File: config.mk
export PLATFORM = sky130hd
export DESIGN_NAME = iftc_top
export DESIGN_NICKNAME = d
export VERILOG_FILES = /design/src/rtl/iftc_edge_det.v /design/src/rtl/iftc_top.v
export VERILOG_INCLUDE_DIRS = /design/src /design/src/pkg
export SDC_FILE = /design/constraint.sdc
export NUM_CORES = 1
export LEC_CHECK = 0
export BUFFER_PORTS_ARGS = -buffer_cell sky130_fd_sc_hd__buf_4
export CELL_PAD_IN_SITES_DETAIL_PLACEMENT = 1
export CELL_PAD_IN_SITES_GLOBAL_PLACEMENT = 1
export CORE_MARGIN = 2
export CORE_UTILIZATION = 34
export DETAILED_ROUTE_END_ITERATION = 12
export GPL_ROUTABILITY_DRIVEN = 0
export PLACE_DENSITY = 0.89
export SYNTH_ARGS = -nofsm -noshare
export SYNTH_HDL_FRONTEND = slang
export SYNTH_SLANG_ARGS = --single-unit
File: constraint.sdc
create_clock -name core_clk -period 5.65 [get_ports core_clk]
set_input_delay 1.13 -clock core_clk [delete_from_list [all_inputs] [get_ports core_clk]]
set_output_delay 1.13 -clock core_clk [all_outputs]
set_load 0.05 [all_outputs]
File: src/pkg/iftc_map.vh
`ifndef IFTC_MAP_VH
`define IFTC_MAP_VH
// register word addresses (avalon word index)
`define IFTC_A_NTC 3'h0
`define IFTC_A_VEC 3'h1
`define IFTC_A_RF0 3'h2
`define IFTC_A_RF1 3'h3
`define IFTC_A_RF2 3'h4
`define IFTC_A_IPL 3'h5
// field positions
`define IFTC_NSTD_BIT 15
`define IFTC_ARITH_BIT 4
`define IFTC_ADDR_BIT 3
`define IFTC_STACK_BIT 2
`define IFTC_OSC_BIT 1
`define IFTC_ALT_BIT 15
`define IFTC_TDIS_BIT 14
// implemented-bit masks
`define IFTC_NTC_MASK 16'h801e
`define IFTC_RF0_MASK 16'h3fef
`define IFTC_RF1_MASK 16'hfe1f
`define IFTC_RF2_MASK 16'h2280
// external input positions within request flags
`define IFTC_EXT0_BIT 0
`define IFTC_EXT1_BIT 4
`define IFTC_EXT2_BIT 13
`define IFTC_RST16 16'h0000
`define IFTC_RST3 3'h0
`endif

File: src/rtl/iftc_edge_det.v
`timescale 1ns/100ps
module iftc_edge_det (
   core_clk,
   rst,
   pin_in,
   falling_sel,
   edge_pulse
);
   input wire core_clk;
   input wire rst;
   input wire pin_in;
   input wire falling_sel;
   output wire edge_pulse;

   reg sync0_r;
   reg sync1_r;
   reg prev_r;

   always @(posedge core_clk or posedge rst) begin
      if (rst) begin
         sync0_r <= 1'b0;
         sync1_r <= 1'b0;
         prev_r <= 1'b0;
      end else begin
         sync0_r <= pin_in;
         sync1_r <= sync0_r;
         prev_r <= sync1_r;
      end
   end

   // polarity one selects the falling edge
   assign edge_pulse = falling_sel ? (prev_r & ~sync1_r) :
                                     (~prev_r & sync1_r); // RQ9
endmodule

File: src/rtl/iftc_top.v
// What this block does
// RQ1: read/write nesting disable at bit 15 of control one, reset clear.
// RQ2: arithmetic trap sets bit 4 of control one; zero otherwise.
// RQ3: address error trap sets bit 3 of control one.
// RQ4: stack error trap sets bit 2 of control one.
// RQ5: oscillator failure trap sets bit 1 of control one.
// RQ6: unimplemented bits of both control registers read zero.
// RQ7: bit 15 of control two selects alternate vector table.
// RQ8: read-only bit 14 of control two shows temporary disable active.
// RQ9: polarity bits 2..0 pick falling edge when one, rising when zero.
// RQ10: implemented flag bits are read/write and reset to zero.
// RQ11: flags 0 bits 13..8 latch converter, uart1, spi1, timer3 requests.
// RQ12: flags 0 bits 7..5 and 3..0 latch timers, compares, captures, ext0.
// RQ13: flags 1 bits 15..9 latch uart2, ext2, timers, compares.
// RQ14: flags 1 bits 4..0 latch ext1, change, comparator, i2c1.
// RQ15: flags 2 bit 13 parallel port, bit 9 compare 5, bit 7 capture 5; others zero.
// RQ16: flags 2 bit 7 latches capture 5 until cleared.
// RQ17: sources set flags; only software writes clear them.
// RQ18: priority level bits become read-only while nesting disabled.
// RQ19: software writing one to a flag sets it like hardware.
// RQ20: trap bits stay set until written zero; new trap wins.
//
// The implementer's own choices: the placing of the registers and register access over Avalon-MM.
`timescale 1ns/100ps
`include "iftc_map.vh"
module iftc_top (
   core_clk,
   rst,
   avs_address,
   avs_read,
   avs_write,
   avs_writedata,
   avs_byteenable,
   avs_readdata,
   avs_waitrequest,
   arith_trap,
   addr_trap,
   stack_trap,
   osc_fail_trap,
   temp_disable_active,
   ext0_pin,
   ext1_pin,
   ext2_pin,
   rf0_src,
   rf1_src,
   rf2_src,
   nesting_disable,
   alt_table_select,
   cpu_priority_level,
   request_flags_0,
   request_flags_1,
   request_flags_2
);
   input wire core_clk;
   input wire rst;
   input wire [2:0] avs_address;
   input wire avs_read;
   input wire avs_write;
   input wire [31:0] avs_writedata;
   input wire [3:0] avs_byteenable;
   output reg [31:0] avs_readdata;
   output wire avs_waitrequest;
   input wire arith_trap;
   input wire addr_trap;
   input wire stack_trap;
   input wire osc_fail_trap;
   input wire temp_disable_active;
   input wire ext0_pin;
   input wire ext1_pin;
   input wire ext2_pin;
   input wire [15:0] rf0_src;
   input wire [15:0] rf1_src;
   input wire [15:0] rf2_src;
   output wire nesting_disable;
   output wire alt_table_select;
   output wire [2:0] cpu_priority_level;
   output wire [15:0] request_flags_0;
   output wire [15:0] request_flags_1;
   output wire [15:0] request_flags_2;

   reg [15:0] ntc_r;
   reg [15:0] ntc_nxt;
   reg alt_r;
   reg [2:0] pol_r;
   reg [2:0] ipl_r;
   reg [15:0] rf0_r;
   reg [15:0] rf1_r;
   reg [15:0] rf2_r;
   reg [15:0] rf0_nxt;
   reg [15:0] rf1_nxt;
   reg [15:0] rf2_nxt;
   reg ack_r;
   reg [15:0] rd_nxt;
   wire [15:0] trap_set;
   wire [15:0] ext_set;
   wire [2:0] ext_edge;
   wire [15:0] wdata;
   wire wr_go;
   wire rd_go;

   // one wait cycle for every access, so each takes two edges
   assign avs_waitrequest = (avs_read | avs_write) & ~ack_r;
   assign wr_go = avs_write & ack_r;
   assign rd_go = avs_read & ~ack_r;

   // lane 0 and 1 carry the 16-bit register; masked lanes keep old bits
   function [15:0] merge;
      input [15:0] old;
      input [15:0] nw;
      input [1:0] be;
      begin
         merge = {be[1] ? nw[15:8] : old[15:8],
                  be[0] ? nw[7:0] : old[7:0]};
      end
   endfunction

   assign wdata = avs_writedata[15:0];

   iftc_edge_det u_ext0 (
      .core_clk(core_clk),
      .rst(rst),
      .pin_in(ext0_pin),
      .falling_sel(pol_r[0]),
      .edge_pulse(ext_edge[0])
   );
   iftc_edge_det u_ext1 (
      .core_clk(core_clk),
      .rst(rst),
      .pin_in(ext1_pin),
      .falling_sel(pol_r[1]),
      .edge_pulse(ext_edge[1])
   );
   iftc_edge_det u_ext2 (
      .core_clk(core_clk),
      .rst(rst),
      .pin_in(ext2_pin),
      .falling_sel(pol_r[2]),
      .edge_pulse(ext_edge[2])
   );

   assign trap_set = ({15'h0000, arith_trap} << `IFTC_ARITH_BIT) |
                     ({15'h0000, addr_trap} << `IFTC_ADDR_BIT) |
                     ({15'h0000, stack_trap} << `IFTC_STACK_BIT) |
                     ({15'h0000, osc_fail_trap} << `IFTC_OSC_BIT);
   assign ext_set = ({15'h0000, ext_edge[0]} << `IFTC_EXT0_BIT) |
                    ({15'h0000, ext_edge[1]} << `IFTC_EXT1_BIT) |
                    ({15'h0000, ext_edge[2]} << `IFTC_EXT2_BIT);

   // next values: software write first, then hardware sets win
   always @* begin
      ntc_nxt = ntc_r;
      rf0_nxt = rf0_r;
      rf1_nxt = rf1_r;
      rf2_nxt = rf2_r;
      if (wr_go) begin
         case (avs_address)
            `IFTC_A_NTC: ntc_nxt = merge(ntc_r, wdata,
                                         avs_byteenable[1:0]); // RQ1
            `IFTC_A_RF0: rf0_nxt = merge(rf0_r, wdata,
                                         avs_byteenable[1:0]); // RQ19
            `IFTC_A_RF1: rf1_nxt = merge(rf1_r, wdata,
                                         avs_byteenable[1:0]); // RQ19
            `IFTC_A_RF2: rf2_nxt = merge(rf2_r, wdata,
                                         avs_byteenable[1:0]); // RQ19
            default: ntc_nxt = ntc_r;
         endcase
      end
      ntc_nxt = (ntc_nxt | trap_set) & `IFTC_NTC_MASK; // RQ20
      rf0_nxt = (rf0_nxt | rf0_src | (ext_set & 16'h0001))
                & `IFTC_RF0_MASK; // RQ11
      rf1_nxt = (rf1_nxt | rf1_src | (ext_set & 16'h2010))
                & `IFTC_RF1_MASK; // RQ13
      rf2_nxt = (rf2_nxt | rf2_src) & `IFTC_RF2_MASK; // RQ16
   end

   always @(posedge core_clk or posedge rst) begin
      if (rst) begin
         ntc_r <= `IFTC_RST16;
         rf0_r <= `IFTC_RST16; // RQ10
         rf1_r <= `IFTC_RST16;
         rf2_r <= `IFTC_RST16;
         alt_r <= 1'b0;
         pol_r <= `IFTC_RST3;
         ipl_r <= `IFTC_RST3;
         ack_r <= 1'b0;
      end else begin
         ack_r <= (avs_read | avs_write) & ~ack_r;
         ntc_r <= ntc_nxt; // RQ2 RQ3 RQ4 RQ5
         rf0_r <= rf0_nxt; // RQ12
         rf1_r <= rf1_nxt; // RQ14
         rf2_r <= rf2_nxt; // RQ15 RQ17
         if (wr_go && avs_address == `IFTC_A_VEC) begin
            if (avs_byteenable[1])
               alt_r <= wdata[`IFTC_ALT_BIT]; // RQ7
            if (avs_byteenable[0])
               pol_r <= wdata[2:0]; // RQ9
         end
         if (wr_go && avs_address == `IFTC_A_IPL && avs_byteenable[0] &&
             !ntc_r[`IFTC_NSTD_BIT])
            ipl_r <= wdata[2:0]; // RQ18
      end
   end

   always @* begin
      case (avs_address)
         `IFTC_A_NTC: rd_nxt = ntc_r; // RQ6
         `IFTC_A_VEC: rd_nxt = {alt_r, temp_disable_active, 11'h000,
                                pol_r}; // RQ6 RQ8
         `IFTC_A_RF0: rd_nxt = rf0_r;
         `IFTC_A_RF1: rd_nxt = rf1_r;
         `IFTC_A_RF2: rd_nxt = rf2_r;
         `IFTC_A_IPL: rd_nxt = {13'h0000, ipl_r};
         default: rd_nxt = `IFTC_RST16;
      endcase
   end

   always @(posedge core_clk or posedge rst) begin
      if (rst)
         avs_readdata <= 32'h00000000;
      else if (rd_go)
         avs_readdata <= {16'h0000, rd_nxt};
   end

   assign nesting_disable = ntc_r[`IFTC_NSTD_BIT];
   assign alt_table_select = alt_r;
   assign cpu_priority_level = ipl_r;
   assign request_flags_0 = rf0_r;
   assign request_flags_1 = rf1_r;
   assign request_flags_2 = rf2_r;
endmodule

After elaboration in Yosys (flattened, before gate mapping)
Index checks and enable logic that the tools add are counted.
{ "word_totals": {"register_bits": 66, "elab_cells": 79} }
{ "op_classes": {"eq_ne": 5, "n_mux": 20, "bitwise_logic": 28, "reduce_logical": 8} }
{ "op_table": {"columns": ["cell", "count"], "rows": [
  ["$pmux W16 S6", 1],
  ["$mux W16", 4],
  ["$mux W14", 4],
  ["$mux W8", 6],
  ["$or A14 B14 Y14", 2],
  ["$or A16 B14 Y16", 1],
  ["$or A16 B16 Y16", 1],
  ["$or A16 B5 Y16", 1],
  ["$or A14 B1 Y14", 1],
  ["$or A5 B14 Y14", 1],
  ["$mux W6", 2],
  ["$and A1 B1 Y1", 9],
  ["$not A1 Y1", 7],
  ["$eq A3 B2 Y1 const B", 2],
  ["$eq A3 B3 Y1 const B", 2],
  ["$or A1 B5 Y5", 1],
  ["$or A5 B2 Y5", 1],
  ["$or A5 B3 Y5", 1],
  ["$or A5 B4 Y5", 1],
  ["$logic_and A1 B1 Y1", 4],
  ["$reduce_and A2 Y1", 2],
  ["$eq A3 B1 Y1 const B", 1],
  ["$logic_not A3 Y1", 1],
  ["$mux W1", 3],
  ["other kinds (2)", 2]
]} }

Depth between registers and ports, before layout
Gate-level depths: netlist of run 1.
{ "logic_depth": {"depth_word": 6, "ltp_mapped": 6, "ltp_nobuf": 4} }

Modules after synthesis
A second synthesis of run 1 with hierarchy kept.
{ "unflattened": {"cells_unflattened": 295, "hier_area_um2": 3303.2} }
{ "modules_own_cells": {"columns": ["module", "instances", "cells_per_inst", "area_per_inst_um2", "seq_area_each_um2"], "rows": [
  ["iftc_top", 1, 274, 2999.1, 1426.4],
  ["iftc_edge_det", 3, 7, 101.3, 75.1]
]} }

Worst setup path before layout of run 1
Ideal clock, no wire load.
{ "synth_timing": {"kind": "input-to-output", "start": "in avs_write", "end": "out avs_waitrequest", "t_arrival_ps": 1827, "t_required_ps": 4520, "path_slack_ps": 2693, "path_stages": 2, "n_path_buf": 0, "path_cell_list": "nor2_1 nor2_1"} }
{ "synth_via": {"elab_chain_cells": 2} }
{ "synth_lines": {"columns": ["item", "line", "rtl"], "rows": [
  ["start: declaration", "iftc_top.v:58", "input wire avs_write;"],
  ["$or A1 B1 Y1", "iftc_top.v:102", "assign avs_waitrequest = (avs_read | avs_write) & ~ack_r;"],
  ["$and A1 B1 Y1", "iftc_top.v:102", null],
  ["end: declaration", "iftc_top.v:62", "output wire avs_waitrequest;"]
]} }
Every way passes these cells.

Worst setup path after layout of run 1
Same ends and word-level chain as after synthesis.

==> results_dict.tcl, run 1 <==
set metrics [dict create \
    outcome "completed" \
    synth.cell_area_um2 3228 \
    grt_overflow_total 0 \
    clockBufferDepth 2 \
    grt_pass1_wl_um 13940 \
    place_ws_ns 2.766 \
    cts_sinks 66 \
    netlist_instances 298 \
    cts_buffers 9 \
    portBuffers 110 \
    hold_depth 0 \
    area_growth_pct 30.12 \
    rows 35 \
    cts_resized 0 \
    arrival_ns 1.64 \
    cts.clk_slew.worst_paths_ns 0.07 \
    hold_buffers 0 \
    antenna_found_initial 0 \
    rsz0062_at_grt "no" \
    fin_nets 505 \
    dpl_cell_area_um2 4015 \
    cts_setup_buffers 0 \
    rrSetupSlack_ns 3.74 \
    synth.distinct_cells 32 \
    whs_ns 0.3536 \
    fin_ws_ns 2.879 \
    powerDensity_nw_per_um2 296.0 \
    root_buffer "clkbuf_8" \
    worstSetupEndpointType "output pin" \
    crit_required_ns 4.52 \
    grt_max_degree 67 \
    ios 185 \
    rr_worst_depth 3 \
    final_core_util_pct 45.46 \
    power_mw 1.243 \
    dp_hpwl_um 6867 \
    fin_crit_sh_pct 49.05 \
    die_area_um2 10290 \
    drc_errors 0 \
    die_h_um 101.4 \
    syn_avg_cell_area_um2 10.83 \
    stdcell_count 540 \
    grt_pass1_vias 2644 \
    setup_viol 0 \
    synth_top_area_share_pct 51.16 \
    drt_iter0_drc 92 \
    rr_startpoint "ack_r" \
    ant_nets 0 \
    placed_cells 524 \
    viasPerCell 4.724 \
    clock_latency_ns 0.35 \
    wl_per_cell_um 16.74 \
    diodes 0 \
    final_cell_area_um2 4200 \
    tns_ns 0 \
    tritoncts "built" \
    layout_common_cells "buf_4 (111), dfrtp_1 (66), conb_1 (36)" \
    startpoint_type "input pin" \
    fmax_ghz 0.3609 \
    synth_seq_area_share_pct 51.16 \
    worstPathMaxFanout 5 \
    globalRouteTotalUtil_pct 17.99 \
    wirelength_um 9039 \
    hold_viol_final 0 \
    dr.pass1.iters 4 \
    clock_skew_ns 0.006378 \
    worst_pin_slew_ns 1.018 \
    min_to "u_ext0.sync1_r" \
    synth_area_leaders "dfrtp_1 (51%), buf_4 (9.1%), a211o_1 (6.5%)" \
    layout-drive-gt1-share_pct 34.79 \
    cap_violations 0 \
    core-area_um2 9240 \
    p_leak_nw 1.891 \
    layout_commonest_cell "buf_4" \
    die_x_um 101.4 \
    r2r-end "avs_readdata[3]" \
    route.vias.total 2551 \
    slew_violations 0 \
    htree_levels 3 \
    synth_top_area_cell "dfrtp_1" \
    min-delay-path-class "reg -> reg" \
    hp-start "u_ext0.sync0_r" \
    slew_headroom_pct 32.15 \
    ys.warnings.count 0 \
    ir_drop_v 0.0001427 \
    start_util_pct 34.94 \
    post-route-min-period_ns 2.771 \
    path_class "in -> out" \
    ys_ff_latch 66 \
]
cell families after synthesis:
family	Yosys count	share of synthesized area (%)
flip-flops	66	51.16
AND/OR/NAND/NOR	96	16.20
AO/OA/AOI/OAI	56	12.87
buffers and inverters	52	10.85
other	1	0.1162
multiplexers	27	8.798
power breakdown:
part | switching (mW) | total [mW] | leakage, nW | internal [mW]
Sequential | 0.0267 | 0.534 | 0.711 | 0.507
Clock | 0.186 | 0.386 | 0.0958 | 0.201
Combinational | 0.226 | 0.322 | 1.08 | 0.0967
layer usage:
layer | track usage, % | wire [um]
met1 | 21.79 | 3718
met2 | 30.97 | 4652
met3 | 5.935 | 569
met4 | 4.470 | 98
met5 | 0 | 0
final cells by class:
cell class	instances	area (um^2)
fillers	1047	5040
multi-input cells	215	1358
repair buffers	111	833.3
clock buffers	10	127.6
flip-flops and latches	66	1652
clock inverters	6	57.56
well taps	129	161.4
inverters	3	11.26
flip-flops by register name, indices dropped and copies added (netlist names), 3 cells and up:
signal,cells
avs_readdata,16
cpu_priority_level,3
ntc_r,5
pol_r,3
request_flags_0,13
request_flags_1,12
request_flags_2,3
synth_stat cells:
cell type	instances
dfrtp_1	66
buf_4	39
nand2_1	26
nor2b_1	25
a211o_1	24
mux2i_1	16
nor2_1	16
o21ai_0	15
mux2_2	11
nand2b_1	10
buf_2	7
nand3_1	6
a211oi_1	4
a22o_1	4
and3_1	3
inv_1	3
nor2_2	3
a21oi_1	2
a32oi_1	2
buf_1	2
nand4b_4	2
nor3_1	2
a31oi_1	1
clkbuf_1	1
conb_1	1
nand3b_1	1
nor3b_1	1
o22a_1	1
o22ai_1	1
o31ai_1	1
o41ai_1	1
or3_1	1
worst max-delay path, stage by stage:
cell    delay [ns]
buf_4         0.13
nor2_1        0.05
nor2_1        0.12
buf_4         0.22
how the worst max path moves through the flow:
stage	startpoint	to	slack, ns	cells after the start
after floorplan	avs_write	avs_waitrequest	2.69	2
after global placement	avs_address[0]	request_flags_0[12]	2.79	5
after detailed placement	avs_address[0]	request_flags_0[13]	2.77	5
after CTS	avs_write	avs_waitrequest	2.87	4
after global routing	avs_write	avs_waitrequest	2.83	4
final	avs_write	avs_waitrequest	2.88	4
No activity file was read; power rests on OpenSTA's default activity.
==> inputs of run 2 (changes only) <==
Settings changed: CORE_UTILIZATION 34 to 32, PLACE_DENSITY 0.89 to 0.85.
Clock period 5.65 ns to 2.7 ns, I/O delays scaled along.
==> results_dict.tcl, run 2 (synthesized netlist as in run 1, its figures left out) <==
set metrics [dict create \
    startpoint_type "register" \
    largest_register_ffs 16 \
    area_growth_pct 31.82 \
    ios 185 \
    tns_ns 0 \
    rows 36 \
    route.vias.total 2597 \
    rr_worst_depth 3 \
    grt_pass1_vias 2851 \
    p_leak_nw 1.921 \
    grt_overflow_total 0 \
    hold_viol_final 0 \
    crit_required_ns 2.92 \
    globalRouteTotalUtil_pct 17.49 \
    ir_drop_v 0.0002536 \
    cp_cell_sequence "nand2b_1, buf_4, o41ai_1" \
    core-area_um2 9774 \
    r2r-end "avs_readdata[14]" \
    die_x_um 104.4 \
    slew_headroom_pct 51.47 \
    htree_levels 3 \
    cp-endpoint "avs_readdata[14]" \
    grt_pass1_wl_um 15080 \
    viasPerCell 4.739 \
    arrival_ns 2.00 \
    hold_buffers 0 \
    die_area_um2 10910 \
    portBuffers 110 \
    placed_cells 533 \
    clock_skew_ns 0.01115 \
    post-route-min-period_ns 1.774 \
    root_buffer "clkbuf_8" \
    min-delay-path-class "in -> async" \
    path_depth 3 \
    cp.buffers_inverters 1 \
    worstSetupEndpointType "register" \
    worst_pin_slew_ns 0.7280 \
    cp_slowest_cell "nand2b_1" \
    worstSetupStartpoint "ack_r" \
    layout_common_cells "buf_4 (115), dfrtp_1 (66), conb_1 (36)" \
    ant_nets 0 \
    cts_setup_buffers 0 \
    setup_viol 0 \
    clock_latency_ns 0.34 \
    cts.clk_slew.worst_paths_ns 0.07 \
    outcome "completed" \
    diodes 0 \
    clockBufferDepth 2 \
    powerDensity_nw_per_um2 614.1 \
    crit_family "simple AND/OR/NAND/NOR gates" \
    die_h_um 104.4 \
    wirelength_um 9312 \
    fin_nets 510 \
    dr.pass1.iters 4 \
    rr_startpoint "ack_r" \
    fmax_ghz 0.5637 \
    drc_errors 0 \
    fin_crit_sh_pct 65.71 \
    slowest_delay_ns 0.52 \
    wl_per_cell_um 16.99 \
    power_mw 2.613 \
    rrSetupSlack_ns 0.93 \
    cts_buffers 9 \
    antenna_found_initial 0 \
    cts_sinks 66 \
    fillers 1136 \
    layout-drive-gt1-share_pct 35.18 \
    drt_iter0_drc 67 \
    top_register "avs_readdata" \
    tritoncts "built" \
    cts_resized 0 \
    worstPathMaxFanout 17 \
    dp_hpwl_um 7239 \
    rsz0062_at_grt "no" \
    path_class "reg -> reg" \
    grt_max_degree 28 \
    stdcell_count 548 \
    cap_violations 0 \
    slew_violations 0 \
    layout_commonest_cell "buf_4" \
    start_util_pct 33.03 \
]
run 2: per-layer routing:
metal	wire length, um	global-route usage [%]	vias to the layer above
li1	-	-	1189
met1	3924	20.62	1300
met2	4658	30.63	91
met3	549	4.699	17
met4	179	5.888	0
met5	0	0	-
run 2: report_power, final:
group | switching (mW) | internal [mW] | leakage, nW
Sequential | 0.0578 | 1.06 | 0.711
Clock | 0.367 | 0.445 | 0.0962
Combinational | 0.473 | 0.208 | 1.11
run 2: cell type report:
class	instances	area, um^2	area share (%)
inverter	3	11.26	0.2646
sequential	66	1652	38.81
tap	133	166.4	3.911
multi-input combinational	215	1358	31.90
clock inverter	3	40.04	0.9409
timing repair buffer	116	883.3	20.76
clock buffer	12	145.1	3.411
run 2: stage by stage:
step	util, %	instance area (um^2)	hold WS, ns	setup slack [ns]
2_1_floorplan	-	3359	0.3312	0.5052
3_3_place_gp	41.64	4070	0.3321	0.6722
3_5_place_dp	41.64	4070	0.3372	0.6209
4_1_cts	43.54	4255	0.2766	0.9041
5_1_grt	43.54	4255	0.2920	0.8172
6_report	43.54	4255	0.2633	0.9259
run 2: worst min path at each step:
| stage | end | from |
|---|---|---|
| after floorplan | u_ext0.sync1_r | u_ext0.sync0_r |
| after global placement | u_ext2.sync1_r | u_ext2.sync0_r |
| after detailed placement | u_ext0.sync1_r | u_ext0.sync0_r |
| after CTS | u_ext2.sync0_r | rst |
| after global routing | u_ext2.sync0_r | ext2_pin |
| final | u_ext2.sync0_r | rst |
run 2: worst register-to-register path, stage by stage, from the launching register on:
cell      delay (ns)
dfrtp_1         0.48
nand2b_1        0.52
buf_4           0.35
o41ai_1         0.31
==> inputs of run 3 (changes only) <==
Clock period 2.7 ns to 1.7 ns, I/O delays scaled along.
==> results_dict.tcl, run 3 (synthesized netlist as in run 1, its figures left out) <==
set metrics [dict create \
    crit_required_ns 1.93 \
    grt_pass1_vias 2736 \
    drt_iter0_drc 75 \
    slowest_delay_ns 0.49 \
    grt_max_degree 67 \
    grt_pass1_wl_um 14550 \
    htree_levels 3 \
    startpoint_type "register" \
    area_growth_pct 34.07 \
    path_class "reg -> reg" \
    rows 36 \
    power_switching_share_pct 34.82 \
    ios 185 \
    worstSetupStartpoint "ack_r" \
    powerDensity_nw_per_um2 955.8 \
    fin_crit_sh_pct 91.55 \
    p_comb_share_pct 26.5 \
    clock_skew_ns 0.01028 \
    layout_commonest_cell "buf_4" \
    core-area_um2 9774 \
    ant_nets 0 \
    cts_setup_buffers 0 \
    route.met3.wl_um 468 \
    globalRouteTotalUtil_pct 17.17 \
    arrival_ns 1.79 \
    met2_length_um 4770 \
    start_util_pct 33.03 \
    largest_register_ffs 16 \
    ir_drop_v 0.0004274 \
    routed.top_layer "met4" \
    hold_buffers 0 \
    cts_buffers 9 \
    worstSetupEndpointType "register" \
    tns_ns 0 \
    met1Wirelength_um 3945 \
    outcome "completed" \
    grt_overflow_total 0 \
    dpl_cell_area_um2 4144 \
    fin_nets 516 \
    cts_resized 0 \
    cp_slowest_cell "dfrtp_1" \
    post-route-min-period_ns 1.556 \
    root_buffer "clkbuf_8" \
    cts.clk_slew.worst_paths_ns 0.07 \
    slew_violations 0 \
    top_register "avs_readdata" \
    p_int_mw 2.696 \
    fmax_ghz 0.6425 \
    clockBufferDepth 2 \
    worstPathMaxFanout 6 \
    p_leak_nw 1.952 \
    dr.pass1.iters 4 \
    wl_per_cell_um 16.72 \
    cp.buffers_inverters 0 \
    die_area_um2 10910 \
    rsz0062_at_grt "no" \
    die_x_um 104.4 \
    viasPerCell 4.700 \
    antenna_found_initial 0 \
    cts_sinks 66 \
    die_h_um 104.4 \
    p_sw_mw 1.441 \
    cap_violations 0 \
    pwr-share-seq_pct 43.0 \
    route.vias.total 2604 \
    min-delay-path-class "in -> async" \
    rr_startpoint "ack_r" \
    final_cell_area_um2 4328 \
    tritoncts "built" \
    crit_family "simple AND/OR/NAND/NOR gates" \
    setup_viol 0 \
    layout-drive-gt1-share_pct 36.34 \
    clock_latency_ns 0.34 \
    cp_cell_sequence "nand4b_4, or3_1, mux2i_1, nand2b_1" \
    pwr-share-clk_pct 30.5 \
    layout_common_cells "buf_4 (119), dfrtp_1 (66), conb_1 (36)" \
    diodes 0 \
    wirelength_um 9265 \
    dp_hpwl_um 7137 \
    portBuffers 110 \
    drc_errors 0 \
    hold_viol_final 0 \
]
run 3: cell count changes in the layout (fill, tap and decap cells not counted), sizes merged:
| cell | previous run | this run |
|---|---|---|
| buf | 116 | 122 |
| clkbuf | 12 | 10 |
| clkinvlp | 0 | 2 |
| clkinv | 2 | 3 |
| inv | 3 | 2 |
run 3: area by class of cell:
cell class	count	area (um^2)
clock inverter	5	56.30
fill	1141	5446
sequential	66	1652
clock buffer	10	127.6
timing repair buffer	122	953.4
tap	133	166.4
inverter	3	15.01
multi-input combinational	215	1358
run 3: metal layers:
| layer | vias to the layer above | global-route usage (%) |
|---|---|---|
| met2 | 85 | 30.35 |
| met3 | 8 | 3.947 |
| met1 | 1313 | 20.82 |
| li1 | 1198 | - |
| met5 | - | 0 |
| met4 | 0 | 4.923 |
run 3: power groups by stage:
stage / registers [mW] / clock network [mW] / logic (mW)
floorplan: 2.10 / 0 / 0.483
global placement: 1.80 / 0 / 1.08
detailed placement: 1.81 / 0 / 1.10
CTS: 1.78 / 1.31 / 1.11
global route: 1.80 / 1.38 / 1.16
finish: 1.78 / 1.26 / 1.10
run 3: final timing paths:
kind / slack (ns) / end / cells past startpoint
min in group core_clk: 0.10 / u_ext0.sync0_r / 1
min: 0.08 / request_flags_0[6] / 3
min reg2reg: 0.36 / u_ext0.sync1_r / 0
max: 0.14 / ntc_r[3] / 4
max in group asynchronous: 1.31 / avs_readdata[3] / 3
max reg2reg: 0.14 / ntc_r[3] / 4
run 3: per-stage QoR:
| stage | hold slack [ns] | std cells | worst slack (ns) | util, % | total power [mW] |
|---|---|---|---|---|---|
| after floorplan | 0.3312 | 333 | 0.2063 | - | 2.580 |
| after global placement | 0.3322 | 539 | 0.1458 | 42.40 | 2.881 |
| after detailed placement | 0.3455 | 539 | 0.1106 | 42.40 | 2.914 |
| after CTS | 0.08436 | 554 | 0.1248 | 44.28 | 4.201 |
| after global routing | 0.08260 | 554 | 0.06561 | 44.28 | 4.345 |
| final | 0.07567 | 554 | 0.1437 | 44.28 | 4.137 |
run 3: worst reg2reg max path, delay by kind of cell, from the launching register on:
kind	cells	cell delay, ns
and+or+nand+nor	3	0.75
muxes	1	0.21
DFF	1	0.49
